<file path="src/rtl/ligc_regs.svh">
// Register indices, field positions, reset values and timing for the
// line interface global configuration bank.
// Assumes a 32-bit APB whose byte address is four times the register index.
`ifndef LIGC_REGS_SVH
`define LIGC_REGS_SVH

// Register indices; byte address is index times four
`define LIGC_IDX_GCR2 16'h0fe2
`define LIGC_IDX_GCR3 16'h0fe4
`define LIGC_IDX_RATE_CTRL 16'h0fe8
`define LIGC_IDX_INT_STAT 16'h0fea
`define LIGC_IDX_INT_MASK 16'h0fec
`define LIGC_IDX_RATE_STAT 16'h0fee
`define LIGC_BYTE_ADDR(idx) ({(idx), 2'b00})

// Field positions
`define LIGC_RATE_SEL_MSB 3
`define LIGC_RATE_SEL_LSB 0
`define LIGC_CH0_FLAG_BIT 0
`define LIGC_RATE_VALID_BIT 31

// Reset values
`define LIGC_GCR2_RST 8'h00
`define LIGC_GCR3_RST 8'h00
`define LIGC_RATE_CTRL_RST 8'h01
`define LIGC_INT_STAT_RST 8'h00
`define LIGC_INT_MASK_RST 8'h00

// Timing: registers answer in the access phase without wait states
`define LIGC_WAIT_CYCLES 0

`endif

</file>
<file path="src/rtl/ligc_pkg.sv">
// Types shared by the line interface global configuration bank.
// Assumes the constants header is included by the files that need numbers.
package ligc_pkg;

    // Master clock rates in kHz
    typedef logic [14:0] ligc_khz_t;

    // Decoded clock rate choices
    typedef enum logic [3:0] {
        LIGC_RATE_NONE,
        LIGC_RATE_1544,
        LIGC_RATE_2048,
        LIGC_RATE_3088,
        LIGC_RATE_4096,
        LIGC_RATE_6176,
        LIGC_RATE_8192,
        LIGC_RATE_12352,
        LIGC_RATE_16384
    } ligc_rate_e;

    // Phases of one APB transfer seen by the slave
    typedef enum logic [1:0] {
        LIGC_PH_IDLE,
        LIGC_PH_SETUP,
        LIGC_PH_ACCESS
    } ligc_phase_e;

endpackage : ligc_pkg

</file>
<file path="src/rtl/ligc_irq_if.sv">
// Carrier between the register bank and its interrupt flag keeper.
// Assumes both ends run on pclk.
`timescale 1ns/1ps
interface ligc_irq_if;
    logic ch0_event;
    logic clear;
    logic [7:0] mask;
    logic [7:0] status;
    logic irq;

    modport bank (output ch0_event, output clear, output mask, input status, input irq);
    modport keeper (input ch0_event, input clear, input mask, output status, output irq);
endinterface : ligc_irq_if

</file>
<file path="src/rtl/ligc_irq.sv">
// Sticky interrupt status flags with mask and one level interrupt.
// Assumes the bank pulses clear only for flags it has just returned on a read.
`timescale 1ns/1ps
`include "ligc_regs.svh"
module ligc_irq (
    input wire logic pclk,
    input wire logic presetn,
    ligc_irq_if.keeper irq_if
);

    logic [7:0] status_r;
    logic [7:0] status_nxt;

    // Channel 0 flag: a new event wins over a clear in the same cycle
    always_comb begin
        status_nxt = 8'h00;
        status_nxt[`LIGC_CH0_FLAG_BIT] = irq_if.ch0_event
            | (status_r[`LIGC_CH0_FLAG_BIT] & ~irq_if.clear);
    end

    // Flag storage
    always_ff @(posedge pclk or negedge presetn) begin
        if (!presetn) begin
            status_r <= `LIGC_INT_STAT_RST;
        end else begin
            status_r <= status_nxt;
        end
    end

    assign irq_if.status = status_r;
    assign irq_if.irq = |(status_r & irq_if.mask);

endmodule : ligc_irq

</file>
<file path="src/rtl/ligc_rate_dec.sv">
// Decoder from the clock rate select code to the expected master clock rate.
// Assumes a stable four-bit code; purely combinational.
`timescale 1ns/1ps
module ligc_rate_dec (
    input wire logic [3:0] code,
    output ligc_pkg::ligc_rate_e rate,
    output ligc_pkg::ligc_khz_t khz
);

    // Code to rate table; reserved codes give no rate
    always_comb begin
        case (code)
            4'h0: rate = ligc_pkg::LIGC_RATE_2048;
            4'h1: rate = ligc_pkg::LIGC_RATE_1544;
            4'h8: rate = ligc_pkg::LIGC_RATE_4096;
            4'h9: rate = ligc_pkg::LIGC_RATE_3088;
            4'ha: rate = ligc_pkg::LIGC_RATE_8192;
            4'hb: rate = ligc_pkg::LIGC_RATE_6176;
            4'hc: rate = ligc_pkg::LIGC_RATE_16384;
            4'hd: rate = ligc_pkg::LIGC_RATE_12352;
            4'he: rate = ligc_pkg::LIGC_RATE_2048;
            4'hf: rate = ligc_pkg::LIGC_RATE_1544;
            default: rate = ligc_pkg::LIGC_RATE_NONE;
        endcase
    end

    // Rate in kHz for the decoded choice
    always_comb begin
        case (rate)
            ligc_pkg::LIGC_RATE_1544: khz = 15'h0608;
            ligc_pkg::LIGC_RATE_2048: khz = 15'h0800;
            ligc_pkg::LIGC_RATE_3088: khz = 15'h0c10;
            ligc_pkg::LIGC_RATE_4096: khz = 15'h1000;
            ligc_pkg::LIGC_RATE_6176: khz = 15'h1820;
            ligc_pkg::LIGC_RATE_8192: khz = 15'h2000;
            ligc_pkg::LIGC_RATE_12352: khz = 15'h3040;
            ligc_pkg::LIGC_RATE_16384: khz = 15'h4000;
            default: khz = 15'h0000;
        endcase
    end

endmodule : ligc_rate_dec

</file>
<file path="src/rtl/ligc_top.sv">
// Line interface global configuration bank with its APB slave.
// Assumes one 100 MHz pclk, an APB master on the same clock and a
// channel 0 interrupt event pulse from logic on that clock.
//
// Functional notes
// - Clock select code 0000 means 2.048 MHz, 0001 means 1.544 MHz, 1100 means 16.384 MHz.
// - Codes 1001, 1011, 1101, 1110, 1111 mean 3.088, 6.176, 12.352, 2.048, 1.544 MHz.
// - The clock select field resets to 0001, a 1.544 MHz master clock.
// - The channel 0 flag reads 1 when a channel 0 interrupt came since the last read.
// - Reading the interrupt status register clears the flag until a new interrupt.
// - Control register two bits 6 to 0 are unused and reset to 0; bit 7 is written 0.
// - The other interrupt status bits are reserved, read 0 and do nothing.
//
// The implementer's own choice: register access over APB.
`timescale 1ns/1ps
`include "ligc_regs.svh"
module ligc_top (
    input wire logic pclk,
    input wire logic presetn,
    input wire logic psel,
    input wire logic penable,
    input wire logic pwrite,
    input wire logic [15:0] paddr,
    input wire logic [31:0] pwdata,
    input wire logic [3:0] pstrb,
    output logic [31:0] prdata,
    output logic pready,
    output logic pslverr,
    input wire logic ch0_event,
    output logic [3:0] input_clock_rate_select,
    output logic [14:0] mclk_rate_khz,
    output logic mclk_rate_valid,
    output logic irq
);

    // Byte addresses of the registers
    localparam logic [15:0] ADDR_GCR2 = `LIGC_BYTE_ADDR(14'(`LIGC_IDX_GCR2));
    localparam logic [15:0] ADDR_GCR3 = `LIGC_BYTE_ADDR(14'(`LIGC_IDX_GCR3));
    localparam logic [15:0] ADDR_RCTL = `LIGC_BYTE_ADDR(14'(`LIGC_IDX_RATE_CTRL));
    localparam logic [15:0] ADDR_ISTAT = `LIGC_BYTE_ADDR(14'(`LIGC_IDX_INT_STAT));
    localparam logic [15:0] ADDR_IMASK = `LIGC_BYTE_ADDR(14'(`LIGC_IDX_INT_MASK));
    localparam logic [15:0] ADDR_RSTAT = `LIGC_BYTE_ADDR(14'(`LIGC_IDX_RATE_STAT));

    logic [7:0] gcr2_r;
    logic [7:0] gcr3_r;
    logic [7:0] rate_ctrl_r;
    logic [7:0] int_mask_r;
    logic [31:0] prdata_r;
    logic [31:0] prdata_nxt;
    logic pslverr_r;
    logic pslverr_nxt;
    logic stat_read_r;
    logic [14:0] rate_khz_r;
    logic rate_valid_r;
    ligc_pkg::ligc_phase_e phase_r;
    ligc_pkg::ligc_phase_e phase_nxt;
    ligc_pkg::ligc_rate_e rate_dec;
    ligc_pkg::ligc_khz_t khz_dec;
    logic setup_cyc;
    logic access_cyc;
    logic wr_stb;
    logic mapped;
    logic byte0_wr;
    logic access_ok;

    ligc_irq_if irq_link ();

    // Transfer phase decode
    assign setup_cyc = psel & ~penable;
    assign access_cyc = psel & penable;
    assign byte0_wr = pstrb[0];

    // Address decode, valid in both phases
    always_comb begin
        case (paddr)
            ADDR_GCR2: mapped = 1'b1;
            ADDR_GCR3: mapped = 1'b1;
            ADDR_RCTL: mapped = 1'b1;
            ADDR_ISTAT: mapped = 1'b1;
            ADDR_IMASK: mapped = 1'b1;
            ADDR_RSTAT: mapped = 1'b1;
            default: mapped = 1'b0;
        endcase
    end

    // Access edge counts only right after a setup cycle; a stray penable is ignored
    assign access_ok = access_cyc & (phase_r == ligc_pkg::LIGC_PH_SETUP);

    // Writes take effect at the access edge, mapped and lane 0 enabled
    assign wr_stb = access_ok & pwrite & mapped & byte0_wr;

    // Phase tracker
    always_comb begin
        case (phase_r)
            ligc_pkg::LIGC_PH_IDLE: phase_nxt = setup_cyc ? ligc_pkg::LIGC_PH_SETUP
                : ligc_pkg::LIGC_PH_IDLE;
            ligc_pkg::LIGC_PH_SETUP: phase_nxt = ligc_pkg::LIGC_PH_ACCESS;
            ligc_pkg::LIGC_PH_ACCESS: phase_nxt = setup_cyc ? ligc_pkg::LIGC_PH_SETUP
                : ligc_pkg::LIGC_PH_IDLE;
            default: phase_nxt = ligc_pkg::LIGC_PH_IDLE;
        endcase
    end

    always_ff @(posedge pclk or negedge presetn) begin
        if (!presetn) begin
            phase_r <= ligc_pkg::LIGC_PH_IDLE;
        end else begin
            phase_r <= phase_nxt;
        end
    end

    // Control register two: stored as written, bit 7 kept by software at 0
    always_ff @(posedge pclk or negedge presetn) begin
        if (!presetn) begin
            gcr2_r <= `LIGC_GCR2_RST;
        end else if (wr_stb && paddr == ADDR_GCR2) begin
            gcr2_r <= pwdata[7:0];
        end
    end

    // Control register three: unused storage
    always_ff @(posedge pclk or negedge presetn) begin
        if (!presetn) begin
            gcr3_r <= `LIGC_GCR3_RST;
        end else if (wr_stb && paddr == ADDR_GCR3) begin
            gcr3_r <= pwdata[7:0];
        end
    end

    // Clock rate control: select field in the low nibble
    always_ff @(posedge pclk or negedge presetn) begin
        if (!presetn) begin
            rate_ctrl_r <= `LIGC_RATE_CTRL_RST;
        end else if (wr_stb && paddr == ADDR_RCTL) begin
            rate_ctrl_r <= pwdata[7:0];
        end
    end

    // Interrupt mask, same layout as the status register
    always_ff @(posedge pclk or negedge presetn) begin
        if (!presetn) begin
            int_mask_r <= `LIGC_INT_MASK_RST;
        end else if (wr_stb && paddr == ADDR_IMASK) begin
            int_mask_r <= pwdata[7:0];
        end
    end

    assign input_clock_rate_select = rate_ctrl_r[`LIGC_RATE_SEL_MSB:`LIGC_RATE_SEL_LSB];

    // Rate decode of the select field
    ligc_rate_dec u_rate_dec (
        .code(rate_ctrl_r[`LIGC_RATE_SEL_MSB:`LIGC_RATE_SEL_LSB]),
        .rate(rate_dec),
        .khz(khz_dec)
    );

    // Registered rate for the clock logic; no rate on a reserved code
    always_ff @(posedge pclk or negedge presetn) begin
        if (!presetn) begin
            rate_khz_r <= 15'h0000;
            rate_valid_r <= 1'b0;
        end else begin
            rate_khz_r <= khz_dec;
            rate_valid_r <= (rate_dec != ligc_pkg::LIGC_RATE_NONE);
        end
    end

    assign mclk_rate_khz = rate_khz_r;
    assign mclk_rate_valid = rate_valid_r;

    // Read data, captured in the setup cycle
    always_comb begin
        prdata_nxt = 32'h0000_0000;
        case (paddr)
            ADDR_GCR2: prdata_nxt[7:0] = gcr2_r;
            ADDR_GCR3: prdata_nxt[7:0] = gcr3_r;
            ADDR_RCTL: prdata_nxt[7:0] = rate_ctrl_r;
            ADDR_ISTAT: prdata_nxt[7:0] = irq_link.status;
            ADDR_IMASK: prdata_nxt[7:0] = int_mask_r;
            ADDR_RSTAT: begin
                prdata_nxt[14:0] = rate_khz_r;
                prdata_nxt[`LIGC_RATE_VALID_BIT] = rate_valid_r;
            end
            default: prdata_nxt = 32'h0000_0000;
        endcase
    end

    // Error answer for unmapped addresses
    assign pslverr_nxt = ~mapped;

    always_ff @(posedge pclk or negedge presetn) begin
        if (!presetn) begin
            prdata_r <= 32'h0000_0000;
            pslverr_r <= 1'b0;
        end else if (setup_cyc) begin
            prdata_r <= pwrite ? 32'h0000_0000 : prdata_nxt;
            pslverr_r <= pslverr_nxt;
        end
    end

    // Remembers a status read whose flag was returned set
    always_ff @(posedge pclk or negedge presetn) begin
        if (!presetn) begin
            stat_read_r <= 1'b0;
        end else if (setup_cyc) begin
            stat_read_r <= ~pwrite && paddr == ADDR_ISTAT
                && irq_link.status[`LIGC_CH0_FLAG_BIT];
        end
    end

    // Answer in the access phase, no wait states
    assign pready = 1'b1;
    assign prdata = prdata_r;
    assign pslverr = pslverr_r & access_cyc;

    // Flag keeper: clear only what the read returned, event wins
    assign irq_link.ch0_event = ch0_event;
    assign irq_link.clear = access_ok & ~pwrite & stat_read_r;
    assign irq_link.mask = int_mask_r;

    ligc_irq u_irq (
        .pclk(pclk),
        .presetn(presetn),
        .irq_if(irq_link)
    );

    assign irq = irq_link.irq;

endmodule : ligc_top

</file>
<file path="config.mk">
export PLATFORM = sky130hd
export DESIGN_NAME = ligc_top
export DESIGN_NICKNAME = d
export VERILOG_FILES = /design/src/rtl/ligc_pkg.sv /design/src/rtl/ligc_irq_if.sv /design/src/rtl/ligc_irq.sv /design/src/rtl/ligc_rate_dec.sv /design/src/rtl/ligc_top.sv
export VERILOG_INCLUDE_DIRS = /design/src /design/src/rtl
export SDC_FILE = /design/constraint.sdc
export NUM_CORES = 1
export LEC_CHECK = 0
export ABC_CLOCK_PERIOD_IN_PS = 3330
export BUFFER_PORTS_ARGS = -buffer_cell sky130_fd_sc_hd__buf_2
export CAP_MARGIN = 15
export CORE_MARGIN = 2
export CORE_UTILIZATION = 30
export CTS_BUF_LIST = sky130_fd_sc_hd__clkbuf_4 sky130_fd_sc_hd__clkbuf_8
export CTS_CLUSTER_SIZE = 24
export DETAILED_ROUTE_END_ITERATION = 6
export PLACE_DENSITY = 0.51
export SLEW_MARGIN = 10
export SYNTH_ARGS = -nofsm -noshare
export SYNTH_HDL_FRONTEND = slang
export SYNTH_SLANG_ARGS = --single-unit
</file>
<file path="constraint.sdc">
create_clock -name pclk -period 3.33 [get_ports pclk]
set_input_delay 0.333 -clock pclk [delete_from_list [all_inputs] [get_ports pclk]]
set_output_delay 0.333 -clock pclk [all_outputs]
set_load 0.05 [all_outputs]
</file>
* Word level (Yosys, flattened, before mapping) *
Memories as Yosys holds them, arrays and structs flattened. A register that Yosys moved wholly into a read port is not among the register bits.
Index checks and enable logic that the tools add are counted.

storage, ports and cells
  flip-flop bits (word level) = 85
  ROM bits = 224
  output and inout bits = 55
  memories = 2

memory list
  memory           words  bits a word  rd ports  clocked after Yosys merged registers in  write ports  line                 text
  (no name shown)  16     10           1         1                                        0            ligc_rate_dec.sv:29  case (rate)
  (no name shown)  16     4            1         0                                        0            ligc_rate_dec.sv:12  case (code)

cells by class
  equality and inequality tests = 8
  mux-type cells = 7
  bitwise logic cells = 16
  reduce and logical (&&, ||, !) cells = 12

operator list
  operator                                               number
  equality test 16 x 14 -> 1 bit, second input constant  6
  one-hot mux 8 bit (6 select lines)                     1
  two-way mux 32 bit                                     1
  AND 1 bit                                              10
  AND 1 x 8 -> 8 bit                                     1
  OR reduction 8 bit                                     1
  two-way mux 7 bit                                      1
  logical AND 1 bit                                      6
  OR reduction 6 bit                                     1
  NOT 1 bit                                              4
  one-hot mux 2 bit (2 select lines)                     1
  nonzero test 4 bit                                     1
  two-way mux 1 bit                                      3
  equality test 2 x 1 -> 1 bit, second input constant    1
  equality test 2 bit, second input constant             1
  zero test 2 bit                                        1
  OR reduction 2 bit                                     1
  zero test 1 bit                                        1
  OR 1 bit                                               1

* Longest topological paths before layout *
  depth after elaboration = 7
  mapped depth = 7
  mapped depth without buffers = 7

* Hierarchy *
From an unflattened synthesis, not the netlist that was laid out.

unflattened totals
  cells, all modules = 302
  area, all modules = 3,513.4 um^2

by module, submodules not included
  module         times used  cells each  area each (um^2)
  ligc_top       1           251         3,111.7
  ligc_rate_dec  1           39          302.8
  ligc_irq       1           12          98.8

* Worst setup path after synthesis *
Ideal clock, no wire load.

  kind = input -> register
  from = in paddr[11]
  to = reg gcr3_r[0]
  setup time = 128 ps
  arrival = 1,774 ps
  path slack = 1,428 ps
  stages on the path = 6
  buffers on the path = 1
  path through = nand4_1 -> or2_1 -> clkbuf_1 -> nor4_2 -> nand2_2 -> mux2_1

between the ends
  word-level cells in the longest chain between the ends = 6

RTL lines
  item                                                      line                             text
  from (decl)                                               ligc_top.sv:23                   input wire logic [15:0] paddr,
  equality test 16 x 14 -> 1 bit, on equally long branches  ligc_top.sv:75, ligc_top.sv:125
  OR reduction 6 bit (no source line)                       n/a
  two-way mux 1 bit                                         ligc_top.sv:75                   case (paddr)
  AND 1 bit (2 in a row)                                    ligc_top.sv:90                   assign wr_stb = access_ok & pwrite & mapped & byte0_wr;
  logical AND 1 bit (*)                                     ligc_top.sv:125                  end else if (wr_stb && paddr == ADDR_GCR3) begin
  to (signal assigned)                                      ligc_top.sv:124                  gcr3_r <= `LIGC_GCR3_RST;
  to (signal assigned)                                      ligc_top.sv:126                  gcr3_r <= pwdata[7:0];
  to (decl)                                                 ligc_top.sv:45                   logic [7:0] gcr3_r;

Every way passes the cells marked *; elsewhere a longest branch is shown, timed or not.
A chain may end at the register's enable or synchronous reset.

* Final worst setup path *
  from = reg phase_r[0]
  to = reg int_mask_r[6]

between the ends
  word-level cells in the longest chain between the ends = 6

RTL lines
  item                          line             text
  from (decl)                   ligc_top.sv:55   ligc_pkg::ligc_phase_e phase_r;
  from (signal assigned)        ligc_top.sv:106  phase_r <= ligc_pkg::LIGC_PH_IDLE;
  from (signal assigned)        ligc_top.sv:108  phase_r <= phase_nxt;
  equality test 2 x 1 -> 1 bit  ligc_top.sv:87   assign access_ok = access_cyc & (phase_r == ligc_pkg::LIGC_PH_SETUP);
  AND 1 bit                     ligc_top.sv:87
  AND 1 bit (3 in a row)        ligc_top.sv:90
  logical AND 1 bit             ligc_top.sv:143  end else if (wr_stb && paddr == ADDR_IMASK) begin
  to (signal assigned)          ligc_top.sv:142  int_mask_r <= `LIGC_INT_MASK_RST;
  to (signal assigned)          ligc_top.sv:144  int_mask_r <= pwdata[7:0];
  to (decl)                     ligc_top.sv:47   logic [7:0] int_mask_r;

No other way between the ends.

==> impl_metrics.sql <==
INSERT INTO impl_metrics (metric_group, metric, value, unit) VALUES
('power_and_ir_drop', 'switching_share', '0.2426', ''),
('drt', 'drt-pass1-iter-count', '4', ''),
('status', 'run_status', 'finished clean', ''),
('die', 'floorplan.rows', '36', ''),
('grt', 'antenna_found_initial', '0', ''),
('drt', 'vias', '2209', ''),
('power_and_ir_drop', 'power_switching', '0.3971', 'mW'),
('clock_tree', 'worst_setup_hold_path_clk_slew', '0.07', 'ns'),
('clock_tree', 'cts_tree', 'built', ''),
('drt', 'route.detailed.wl_per_inst', '15.84', 'um'),
('drt', 'detailedRoute.firstIterationViolations', '80', ''),
('clock_tree', 'post_cts_buffers', '0', ''),
('setup_path', 'timing.reg2reg.setup_slack', '1.25', 'ns'),
('clock_tree', 'numCtsBuffers', '9', ''),
('sta', 'finalCritPeriodShare', '0.6239', ''),
('logic_synthesis', 'synth.distinct_cells', '56', ''),
('power_and_ir_drop', 'sequentialPowerShare', '0.462', ''),
('setup_path', 'startpoint', 'phase_r[0]', ''),
('die', 'die_w', '105.3', 'um'),
('logic_synthesis', 'synthesis_warning_total', '0', ''),
('drt', 'route.final.wire_length', '7.348', 'mm'),
('clock_tree', 'cts.htree.levels', '3', ''),
('logic_synthesis', 'netlist_area_pre_place', '3080', 'sq um'),
('logic_synthesis', 'compound_gate_fraction_of_synth_area', '0.09464', ''),
('setup_path', 'crit_path_max_fanout', '8', ''),
('drt', 'drt.antenna.violating_nets', '0', ''),
('power_and_ir_drop', 'vdd_ir_drop_max', '185.2', 'uV'),
('sta', 'post_route_clock_skew', '0.01036', 'ns'),
('sta', 'totalNegativeSetupSlack', '0', 'ns'),
('setup_path', 'worst_r2r_startpoint', 'phase_r[0]', ''),
('drt', 'via_per_inst', '4.761', ''),
('logic_synthesis', 'sequential_fraction_of_the_synthesis_area', '0.5041', ''),
('setup_path', 'worstSetupPathType', 'flop to flop', ''),
('drt', 'drc', '0', ''),
('sta', 'maxSlewHeadroom', '0.4507', ''),
('clock_tree', 'cts_sinks', '62', ''),
('logic_synthesis', 'muxShareOfSynthArea', '0.1462', ''),
('sta', 'min_period', '2.078', 'ns'),
('placement', 'port_buffers', '62', ''),
('setup_path', 'required_time_reported_for_the_critical_path_endpoint', '3.55', 'ns'),
('power_and_ir_drop', 'comb_power_share', '0.083', ''),
('grt', 'gr-usage-all-layers', '0.1385', ''),
('setup_path', 'worstPathArrival', '2.30', 'ns'),
('die', 'dieArea', '11090', 'sq um'),
('grt', 'grt_max_degree', '48', ''),
('logic_synthesis', 'synth_adder_area_share', '0.01219', ''),
('sta', 'f_max', '481.3', 'MHz'),
('job', 'max_cap_viol_count', '0', ''),
('placement', 'gpl.final_weighted_congestion', '0.7467', ''),
('sta', 'finalHoldViolations', '0', ''),
('logic_synthesis', 'main_combinational_cell_family_by_area_after_synthesis', 'simple AND/OR/NAND/NOR gates', ''),
('clock_tree', 'cts_repair_resize_count', '0', ''),
('die', 'i_o_pins', '113', ''),
('clock_tree', 'cts_root_buf', 'sky130_fd_sc_hd__clkbuf_8', ''),
('worst_hold_path', 'worst_hold_path_type', 'input port to flop', ''),
('setup_path', 'critical_path_end_type', 'flop', ''),
('die', 'initial_utilization', '0.3123', ''),
('sta', 'worst-slew-pin-transition', '0.8171', 'ns'),
('logic_synthesis', 'post-synth-top-count-cell', 'sky130_fd_sc_hd__dfrtp_1', ''),
('sta', 'setup_slack', '1.252', 'ns'),
('grt', 'grt_remaining_overflow', '0', ''),
('logic_synthesis', 'synth.top_cells.by_area', 'sky130_fd_sc_hd__dfrtp_1 (50%), sky130_fd_sc_hd__mux2_2 (7.3%), sky130_fd_sc_hd__buf_4 (6.8%), sky130_fd_sc_hd__mux2_1 (4.4%), sky130_fd_sc_hd__mux2i_1 (2.9%)', ''),
('grt', 'grt_first_pass_wirelength', '11.59', 'mm'),
('clock_tree', 'clock_tree.buffer_depth', '2', ''),
('die', 'die_y', '105.3', 'um'),
('logic_synthesis', 'postSynth.asyncResetShare', '1.000', ''),
('sta', 'setup_viol', '0', ''),
('logic_synthesis', 'syn-instance-count', '266', ''),
('logic_synthesis', 'post-synth-top-area-cell', 'sky130_fd_sc_hd__dfrtp_1', ''),
('finish', 'share_of_layout_cells_above_drive_strength_1', '0.3384', ''),
('sta', 'grt_setup_unrepaired', 'no', '');
-- layout by cell type, fill, tap and decap left out, types with 3 or more instances in the layout --
| cell type | Yosys | final |
|---|---|---|
| sky130_fd_sc_hd__a21oi_1 | 3 | 3 |
| sky130_fd_sc_hd__a221oi_1 | 5 | 5 |
| sky130_fd_sc_hd__a22o_1 | 7 | 7 |
| sky130_fd_sc_hd__and3_1 | 5 | 5 |
| sky130_fd_sc_hd__buf_2 | 1 | 62 |
| sky130_fd_sc_hd__buf_4 | 28 | 3 |
| sky130_fd_sc_hd__clkbuf_8 | 0 | 10 |
| sky130_fd_sc_hd__conb_1 | 2 | 23 |
| sky130_fd_sc_hd__dfrtp_1 | 61 | 61 |
| sky130_fd_sc_hd__ha_1 | 3 | 3 |
| sky130_fd_sc_hd__inv_1 | 3 | 3 |
| sky130_fd_sc_hd__mux2_1 | 12 | 12 |
| sky130_fd_sc_hd__mux2_2 | 20 | 20 |
| sky130_fd_sc_hd__mux2i_1 | 9 | 9 |
| sky130_fd_sc_hd__nand2_1 | 16 | 16 |
| sky130_fd_sc_hd__nand3b_1 | 3 | 3 |
| sky130_fd_sc_hd__nor2_1 | 17 | 17 |
| sky130_fd_sc_hd__nor3b_1 | 4 | 4 |
| sky130_fd_sc_hd__o21ai_1 | 8 | 8 |
-- worst paths after layout --
kind                                     endpoint  cells after the start
setup / recovery                    int_mask_r[6]                      5
hold / removal             u_irq.irq_if.status[0]                      2
setup reg to reg                    int_mask_r[6]                      5
hold reg to reg                        phase_r[1]                      1
max in group asynchronous               prdata[6]                      4
min in group asynchronous              prdata[13]                      2
-- final cells by class --
cell class / instances / area [sq um]
Fill cell: 1028 / 6206
Inverter: 3 / 11.26
Timing Repair Buffer: 67 / 362.8
Clock inverter: 4 / 70.07
Tap cell: 133 / 166.4
Multi-Input combinational cell: 183 / 1343
Clock buffer: 12 / 152.6
Sequential cell: 62 / 1553
-- per-stage QoR --
stage / instances / area [sq um] / power (mW) / utilization
after floorplan: 287 / 3159 / 0.8750 / -
after global placement: 446 / 3406 / 0.9028 / 0.3453
after detailed placement: 446 / 3406 / 0.9038 / 0.3453
after CTS: 462 / 3628 / 1.653 / 0.3678
after global routing: 464 / 3659 / 1.702 / 0.3709
final: 464 / 3659 / 1.637 / 0.3709
-- flip-flops by register name (all words and copies together) (netlist names) --
| register | count |
|---|---|
| prdata | 15 |
| mclk_rate_khz | 9 |
| gcr2_r | 8 |
| gcr3_r | 8 |
| int_mask_r | 8 |
| rate_ctrl_r | 8 |
| phase_r | 2 |
| mclk_rate_valid | 1 |
| pslverr_r | 1 |
| stat_read_r | 1 |
| u_irq.irq_if.status | 1 |
-- repair_timing --
item                                    CTS  global route
endpoints found under the hold margin     0            12
endpoints found under the setup margin    0             0
hold buffers                              0             1
-- cell families (layout without fill, tap and decap cells) --
kind of cell	Yosys count	count (layout)
simple gates	74	74
flops	62	62
buf+inv	42	86
compound gates	41	41
mux	41	41
fa+ha+maj	3	3
other cells	2	23
xor+xnor	1	1
-- worst max-delay path, cell delays in order (launching register included) --
cell and delay [ns]:
sky130_fd_sc_hd__dfrtp_1 0.34, sky130_fd_sc_hd__nor2b_1 0.16, sky130_fd_sc_hd__and3_1 0.19, sky130_fd_sc_hd__and3_1 0.29
sky130_fd_sc_hd__nand4_1 0.51, sky130_fd_sc_hd__mux2_2 0.46
-- metal layers --
metal	GRT usage	part of all wire	vias up
li1	-	-	1032
met1	0.1838	0.46	1102
met2	0.2124	0.48	69
met3	0.03649	0.050	6
met4	0.06000	0.0099	0
met5	0	0	-
-- power groups by stage --
stage	Clock, mW	Sequential, mW	Combinational, mW
6_report	0.744	0.757	0.136
5_1_grt	0.799	0.757	0.146
4_1_cts	0.763	0.757	0.133
3_5_place_dp	0	0.771	0.133
3_3_place_gp	0	0.771	0.132
2_1_floorplan	0	0.771	0.104
Note: power is estimated with default switching activity, not from simulation.
